`src/logic/pm1_event_status_pkg.sv`:
```
package pm1_event_status_pkg;

   // status bit positions, identical in both register blocks
   localparam int unsigned TIMER_CARRY_BIT  = 0;
   localparam int unsigned BUS_MASTER_BIT   = 4;
   localparam int unsigned GLOBAL_LOCK_BIT  = 5;

   // register width and reset value
   localparam int unsigned STATUS_WIDTH     = 16;
   localparam logic [15:0] STATUS_RESET     = 16'h0000;

   // every bit this bank can ever hold (bits 0, 4 and 5)
   localparam logic [15:0] STATUS_IMPL_ALL  = 16'h0031;

   // byte offsets of the status register inside a block
   localparam logic [1:0]  STATUS_LOW_OFFSET  = 2'h0;
   localparam logic [1:0]  STATUS_HIGH_OFFSET = 2'h1;

   // lane masks for byte and word accesses
   localparam logic [15:0] LANE_LOW         = 16'h00ff;
   localparam logic [15:0] LANE_HIGH        = 16'hff00;
   localparam logic [15:0] LANE_WORD        = 16'hffff;

   // block base alignment: low address bits ignored
   localparam int unsigned BLOCK_ALIGN_BITS = 2;

   // documented counter widths
   localparam int unsigned COUNTER_SHORT    = 24;
   localparam int unsigned COUNTER_LONG     = 32;

   // one system i/o request, as presented by the host side
   typedef struct packed {
      logic        rd;      // read strobe, one cycle
      logic        wr;      // write strobe, one cycle
      logic        word;    // 1: 16-bit access, 0: byte access
      logic [15:0] addr;    // i/o byte address
      logic [15:0] wdata;   // byte data sits in [7:0]
   } io_req_type;

endpackage : pm1_event_status_pkg

```
`src/logic/pm1_event_status_bank.sv`:
```
`timescale 1ns/1ps
module pm1_event_status_bank
   import pm1_event_status_pkg::*;
#(
   parameter int unsigned COUNTER_WIDTH  = COUNTER_SHORT,
   parameter logic [15:0] PRIMARY_MASK   = STATUS_IMPL_ALL,
   parameter logic [15:0] SECONDARY_MASK = 16'h0000
)
(
   input  wire logic                     core_clk,
   input  wire logic                     resetn,
   input  wire io_req_type               io_req,
   output logic                          io_ack,
   output logic [15:0]                   io_rdata,
   input  wire logic [15:0]              primary_event_block_pointer,
   input  wire logic [15:0]              secondary_event_block_pointer,
   input  wire logic [COUNTER_WIDTH-1:0] pm_counter,
   input  wire logic                     timer_carry_irq_enable,
   input  wire logic                     global_irq_enable,
   input  wire logic                     bus_master_req,
   input  wire logic                     fw_attention,
   input  wire logic                     fw_lock_release,
   input  wire logic                     fw_lock_pending,
   input  wire logic                     enter_working_state,
   output logic                          system_control_irq
);

   ////////////////////////////////////////////////////////////////////
   // elaboration checks

   // counter must be one of the two documented widths
   if (COUNTER_WIDTH != COUNTER_SHORT && COUNTER_WIDTH != COUNTER_LONG)
   begin : g_bad_width
      $error("counter width must be 24 or 32");
   end

   // a bit lives in one block only, and only where logic exists
   if ((PRIMARY_MASK & SECONDARY_MASK) != 16'h0000 ||
       ((PRIMARY_MASK | SECONDARY_MASK) & ~STATUS_IMPL_ALL) != 16'h0000)
   begin : g_bad_mask
      $error("block masks overlap or name unbuilt bits");
   end

   ////////////////////////////////////////////////////////////////////
   // declarations

   logic [15:0] flags;          // status bits, shared positions
   logic [15:0] next_flags;     // next status value
   logic [15:0] blk_mask_q;     // block mask of the previous cycle
   logic [15:0] set_bits;       // hardware set requests
   logic [15:0] clr_bits;       // software and entry clears
   logic        bm_sync1;       // bus request, first stage
   logic        bm_sync2;       // bus request, second stage
   logic        msb_prev;       // counter msb last cycle
   logic        msb_primed;     // msb_prev holds a real sample
   wire  logic  msb_now;        // counter msb this cycle
   wire  logic  msb_toggle;     // msb changed either way
   wire  logic  hit_a;          // access decodes to primary block
   wire  logic  hit_b;          // access decodes to secondary block
   wire  logic  size_ok;        // legal size and offset
   wire  logic  hit;            // access is ours
   wire  logic [1:0]  offset;   // byte offset inside the block
   wire  logic [15:0] blk_mask; // bits of the addressed block
   wire  logic [15:0] lane;     // byte lanes touched
   wire  logic [15:0] wpos;     // write data moved onto its lanes
   wire  logic [15:0] w1c;      // write-one-clear bits
   wire  logic [15:0] rview;    // addressed block as seen
   wire  logic [15:0] rsel;     // read data placed for the size

   ////////////////////////////////////////////////////////////////////
   // address decode

   assign offset = io_req.addr[BLOCK_ALIGN_BITS-1:0];

   assign hit_a = io_req.addr[15:BLOCK_ALIGN_BITS] ==
                  primary_event_block_pointer[15:BLOCK_ALIGN_BITS];
   assign hit_b = io_req.addr[15:BLOCK_ALIGN_BITS] ==
                  secondary_event_block_pointer[15:BLOCK_ALIGN_BITS];

   // byte at offset 0/1, word at 0
   assign size_ok = io_req.word ? (offset == STATUS_LOW_OFFSET)
                                : (offset == STATUS_LOW_OFFSET ||
                                   offset == STATUS_HIGH_OFFSET);

   assign hit = (hit_a || hit_b) && size_ok;

   // same positions, primary wins a shared base
   assign blk_mask = hit_a ? PRIMARY_MASK : SECONDARY_MASK;

   ////////////////////////////////////////////////////////////////////
   // write path

   // lanes touched by this access
   assign lane = io_req.word ? LANE_WORD
               : (offset == STATUS_HIGH_OFFSET) ? LANE_HIGH : LANE_LOW;

   // byte data is replicated onto both lanes
   assign wpos = io_req.word ? io_req.wdata
                             : {io_req.wdata[7:0], io_req.wdata[7:0]};

   // foreign bits masked out of the clear
   assign w1c = (io_req.wr && hit) ? (wpos & lane & blk_mask) : 16'h0000;

   ////////////////////////////////////////////////////////////////////
   // read path

   // only this block's bits are visible
   assign rview = flags & blk_mask;

   // byte reads return their lane in the low byte
   assign rsel = io_req.word ? rview
               : (offset == STATUS_HIGH_OFFSET) ? {8'h00, rview[15:8]}
               : {8'h00, rview[7:0]};

   ////////////////////////////////////////////////////////////////////
   // event sources

   assign msb_now = pm_counter[COUNTER_WIDTH-1];

   assign msb_toggle = msb_primed && (msb_now != msb_prev);

   // hardware set requests per bit
   always_comb
   begin
      set_bits = 16'h0000;
      set_bits[TIMER_CARRY_BIT] = msb_toggle;
      set_bits[BUS_MASTER_BIT]  = bm_sync2;
      // attention or lock release seen pending
      set_bits[GLOBAL_LOCK_BIT] = fw_attention ||
                                  (fw_lock_release && fw_lock_pending);
   end

   // entry to working state clears all
   assign clr_bits = w1c | (enter_working_state ? LANE_WORD : 16'h0000);

   // set wins over a same-cycle clear
   assign next_flags = (set_bits | (flags & ~clr_bits)) & STATUS_IMPL_ALL;

   ////////////////////////////////////////////////////////////////////
   // status flags

   // status register update
   always_ff @(posedge core_clk or negedge resetn)
   begin
      if (!resetn)
         flags <= STATUS_RESET;
      else
         flags <= next_flags;
   end

   // bus request synchroniser, two stages
   always_ff @(posedge core_clk or negedge resetn)
   begin
      if (!resetn)
      begin
         bm_sync1 <= 1'b0;
         bm_sync2 <= 1'b0;
      end
      else
      begin
         bm_sync1 <= bus_master_req;
         bm_sync2 <= bm_sync1;
      end
   end

   // counter msb history; first sample only primes
   always_ff @(posedge core_clk or negedge resetn)
   begin
      if (!resetn)
      begin
         msb_prev   <= 1'b0;
         msb_primed <= 1'b0;
      end
      else
      begin
         msb_prev   <= msb_now;
         msb_primed <= 1'b1;
      end
   end

   ////////////////////////////////////////////////////////////////////
   // bus answer

   // ack one cycle after an accepted access
   always_ff @(posedge core_clk or negedge resetn)
   begin
      if (!resetn)
      begin
         io_ack   <= 1'b0;
         io_rdata <= 16'h0000;
      end
      else
      begin
         io_ack   <= (io_req.rd || io_req.wr) && hit;
         io_rdata <= (io_req.rd && hit) ? rsel : 16'h0000;
      end
   end

   ////////////////////////////////////////////////////////////////////
   // interrupt

   assign system_control_irq =
      (flags[TIMER_CARRY_BIT] && timer_carry_irq_enable) ||
      (flags[GLOBAL_LOCK_BIT] && global_irq_enable);

   // block mask of the previous cycle, sampled every cycle, read only by an assertion
   always_ff @(posedge core_clk or negedge resetn)
   begin
      if (!resetn)
         blk_mask_q <= 16'h0000;
      else
         blk_mask_q <= blk_mask;
   end
endmodule : pm1_event_status_bank

```
`config.mk`:
```
export PLATFORM = sky130hd
export DESIGN_NAME = pm1_event_status_bank
export DESIGN_NICKNAME = d
export VERILOG_FILES = /design/src/logic/pm1_event_status_pkg.sv /design/src/logic/pm1_event_status_bank.sv
export SDC_FILE = /design/constraint.sdc
export NUM_CORES = 1
export LEC_CHECK = 0
export BUFFER_PORTS_ARGS = -buffer_cell sky130_fd_sc_hd__buf_2
export CORE_ASPECT_RATIO = 0.6
export CORE_MARGIN = 4
export CORE_UTILIZATION = 33
export CTS_BUF_LIST = sky130_fd_sc_hd__clkbuf_8
export DETAILED_ROUTE_END_ITERATION = 10
export PLACE_DENSITY = 0.87
export SLEW_MARGIN = 5
export SYNTH_ARGS = -nofsm -noshare
export SYNTH_HDL_FRONTEND = slang
export SYNTH_SLANG_ARGS = --single-unit
```
`constraint.sdc`:
```
create_clock -name core_clk -period 1.3 [get_ports core_clk]
set_input_delay 0.065 -clock core_clk [delete_from_list [all_inputs] [get_ports core_clk]]
set_output_delay 0.065 -clock core_clk [all_outputs]
set_load 0.03 [all_outputs]
```
**Word level (Yosys, flattened, before mapping)**

Index checks and enable logic that the tools add are counted.

- Output and inout port bits: 18
- Logic and storage cells: 41
- Register bits after elaboration: 14

- Eq/ne operators: 4
- Reduce and logical (&&, ||, !) cells: 14
- Muxes and demuxes: 9
- Bitwise gates (word level): 7

Operators with widths:

| cell | count |
|---|---|
| two-way mux 6 bit | 8 |
| equality test 14 bit | 2 |
| AND 6 bit | 4 |
| bitwise OR 6 bit | 2 |
| logical AND 1 bit | 8 |
| inverter 6 bit | 1 |
| logical OR 1 bit | 5 |
| equality test 2 x 1 -> 1 bit, second input constant | 1 |
| zero test 2 bit | 1 |
| two-way mux 1 bit | 1 |
| != test 1 bit | 1 |

**Depth between registers and ports, before layout**

- Depth after elaboration: 10
- Gate-level depth with buffers: 4
- Mapped depth without buffers: 4

**Least setup slack after synthesis**

No wires, ideal clock.

- Path type: input to register
- Start point: input primary_event_block_pointer[10]
- End point: register flags[0]
- Path slack: 0.333 ns
- Setup time: 0.139 ns
- Data arrival time: 0.827 ns
- Required time: 1.161 ns
- Cell stages on the path: 4
- Cell sequence: xnor2_1 > nand4_1 > nor4_1 > o21ai_0

- Longest elaborated chain between the ends: 9

Ends and longest elaborated chain:

| element | line | RTL |
|---|---|---|
| from (decl) | pm1_event_status_bank.sv:15 | `input wire logic [15:0] primary_event_block_pointer,` |
| equality test 14 bit * | pm1_event_status_bank.sv:75 | `assign hit_a = io_req.addr[15:BLOCK_ALIGN_BITS] ==` |
| logical OR 1 bit | pm1_event_status_bank.sv:85 | `assign hit = (hit_a \|\| hit_b) && size_ok;` |
| logical AND 1 bit | pm1_event_status_bank.sv:85 |  |
| logical AND 1 bit | pm1_event_status_bank.sv:102 | `assign w1c = (io_req.wr && hit) ? (wpos & lane & blk_mask) : 16'h0000;` |
| two-way mux 6 bit * | pm1_event_status_bank.sv:102 |  |
| bitwise OR 6 bit * | pm1_event_status_bank.sv:134 | `assign clr_bits = w1c \| (enter_working_state ? LANE_WORD : 16'h0000);` |
| inverter 6 bit * | pm1_event_status_bank.sv:137 | `assign next_flags = (set_bits \| (flags & ~clr_bits)) & STATUS_IMPL_ALL;` |
| AND 6 bit * | pm1_event_status_bank.sv:137 |  |
| bitwise OR 6 bit * | pm1_event_status_bank.sv:137 |  |
| via next_flags[0] | pm1_event_status_bank.sv:48 | `logic [15:0] next_flags;` |
| to (signal assigned) | pm1_event_status_bank.sv:148 | `flags <= next_flags;` |
| to (decl) | pm1_event_status_bank.sv:47 | `logic [15:0] flags;` |

Mark *: on every way through the listed nets, which the timed path passes. The rest lies on a longest branch.

**Worst setup path in the final report**

- Start point: register flags[0]
- End point: output system_control_irq

- Longest elaborated chain between the ends: 2

Ends and longest elaborated chain:

| element | line | RTL |
|---|---|---|
| logical AND 1 bit | pm1_event_status_bank.sv:203 | `(flags[TIMER_CARRY_BIT] && timer_carry_irq_enable) \|\|` |
| logical OR 1 bit | pm1_event_status_bank.sv:203 |  |
| to (decl) | pm1_event_status_bank.sv:25 | `output logic system_control_irq` |

Every way passes these cells.

==> summary.txt <==
Die W: 72.6 um
Final Cell Area: 0.00121 sq mm
grt peak-use layer: met2
Area growth, synth to finish: 46.9%
post-synth top area cell: dfrtp_1
peak supply drop: 0.000524 V
Starting Density: 0.363
largest family of logic cells by synthesized area: XOR/XNOR gates
dpl cell area: 0.00114 sq mm
wirelength, routed: 2.17 mm
Root Driver: clkbuf_8
skew final: 0.00163 ns
Sink Count: 11
Post-synth ARST share: 1.00
cell area after synthesis: 827 sq um
CP Capture Type: output pin
die area: 0.00340 sq mm
Total GRT Usage: 0.127
DR WL/cell: 11.6 um
first-pass GRT wire length: 3.21 mm
antenna violations before repair: 0
Die Ht: 46.8 um
CTS tree: yes
Antenna Nets Post-Route: 0
Reg2Reg Setup Slack: 0.35 ns
Post-Synthesis Cells: 86
filler instances: 230
post-synth cell types: 19
share of cells above drive strength 1: 0.439
Lkg Pwr: 0.603 nW
total stage count of the critical path: 2
Crit Path Max Fanout: 3
Reg area: 275 sq um
Largest delay share family, worst path: flip-flops
Port Buf Inserts: 64
most common cell after layout, fill and taps aside: buf_2
placer congestion estimate: 0.727
critical path data required time: 1.24 ns
max_cap viols: 0
Post-Synth Adder-Cell Area: 0
status: completed
# DRC: 0
worst skew pair latency: 0.23 ns
# diodes: 0
Core Rows: 13
final setup vio count: 0
flops & latches, synth: 11
Critical path origin: flags[0]
grt met1 use: 0.141
mux contribution to synthesized area: 0
fmax: 926 MHz
Bufs on Longest Clock Path: 2
yosys warns: 0
P per Cell Area: 822 mW/mm^2
Simple-Gate Fraction of Synth Area: 0.153
Synth Area in Compound Gates: 0.0711
Congestion Overflow GR: 0
reg-to-reg endpoint: flags[5]
largest net degree at the start of global routing: 12
Fin Setup TNS: 0 ns
top post-synthesis cells by area: dfrtp_1, xnor2_1, buf_4
most frequent cells in the layout: buf_2, xnor2_1, conb_1, dfrtp_1, nand4_1
clock-pin slew on the worst setup and hold paths: 0.05 ns
arrival time worst endpoint: 1.02 ns
crit share post-route: 0.831
area of the multi-input gates: 492 sq um
Setup WS pre-CTS: 0.0444 ns
WP buf/inv: 1
H-tree depth: 1
XOR/XNOR share of the synthesized area: 0.307
met2 usage: 0.244
minimum clock period: 1.08 ns
Syn Area/Cell: 9.62 sq um
Post-DP HPWL: 2.00 mm
register area share after synthesis: 0.333
iteration-0 DRC count of the detailed router: 22
DR vias/cell: 4.32
Post-synth EDFFs: 0
unrepaired setup endpoints after global routing: false
Reg2Reg Depth: 4
Hold Path Origin: io_req[4]
top cell type's share of synthesized area: 0.333
Crit Path Class: reg2out
Worst Hold Class: in2reg
Final Hold Fails: 0
Worst Setup EP: system_control_irq
num ports: 118
CP max stage delay: 0.40 ns
Net count, final: 258
CTS Buf Count: 3
CP startpoint kind: register
setup slack after layout: 0.220 ns
CP Cell Sequence: a22o_1 -> buf_2
Crit-path slowest cell: dfrtp_1
Via Count: 807
vias in the first global route: 810
Core Footprint: 0.00228 sq mm
grt met3 use: 0.0449
Pre-Repair DR Iteration Count: 4
Post-synth top flop: dfrtp_1
FF-to-FF Start: flags[5]
Slew Viols, Final: 0
-- report_power, final --
part	internal (mW)	total, mW	leakage [nW]	switching (mW)
Combinational	0.146	0.306	0.441	0.161
Sequential	0.359	0.370	0.135	0.0112
Clock	0.206	0.323	0.0269	0.117
Total	0.711	0.999	0.603	0.289
-- layout make-up --
cell class | count | share of cell area
inverter | 2 | 0.00618
clock buffer | 3 | 0.0340
timing repair buffer | 68 | 0.295
tap | 30 | 0.0309
multi-input combinational | 72 | 0.405
sequential | 11 | 0.227
clock inverter | 1 | 0.00309
-- metrics by stage --
| stage | hold slack, ns | util | cells | power (mW) |
|---|---|---|---|---|
| finish | 0.0138 | 0.534 | 187 | 0.999 |
| detailed placement | -0.0541 | 0.501 | 180 | 0.675 |
| floorplan | -0.231 | - | 98 | 0.567 |
| global route | 0.0176 | 0.534 | 187 | 1.06 |
| global placement | -0.0578 | 0.501 | 180 | 0.669 |
| CTS | 0.00980 | 0.534 | 187 | 1.01 |
-- cell families after synthesis --
logic type / after synthesis
AO/OA/AOI/OAI: 9
buffers and inverters: 15
XOR/XNOR: 29
AND/OR/NAND/NOR: 20
flip-flops: 11
other: 2
-- routing by layer --
layer | wire (um) | share of wire | up-vias
met2 | 1140 | 0.53 | 37
met4 | 0 | 0 | 0
met3 | 194 | 0.089 | 0
met5 | 0 | 0 | -
met1 | 834 | 0.38 | 361
li1 | - | - | 409
-- what timing repair did --
action / in CTS / in global routing
setup buffers: 0 / 0
hold endpoints to repair: 13 / 0
gates resized for setup: 0 / 0
setup endpoints to repair: 0 / 0
hold buffers: 3 / 0
-- state kept, by name, indices dropped and copies added, names as in the netlist --
name and flops:
flags 3, io_ack 1, msb_prev 1, bm_sync1 1, io_rdata 3, msb_primed 1, bm_sync2 1
-- cells in the mapped netlist (2+ instances only) --
cell type,n
nand2_1,2
inv_1,2
nand4_1,7
buf_4,13
conb_1,2
nand2b_1,2
and4_1,3
o21ai_0,2
nor4_1,2
xnor2_1,28
dfrtp_1,11
nor2_1,3
a21oi_1,3
-- how the worst min path moves through the flow --
stage | to | cells after the start
4_1_cts | flags[4] | 2
2_1_floorplan | bm_sync1 | 0
3_3_place_gp | msb_prev | 1
3_5_place_dp | io_rdata[0] | 1
5_1_grt | flags[4] | 2
6_report | flags[4] | 2
Power figures use the tool's default switching activity.
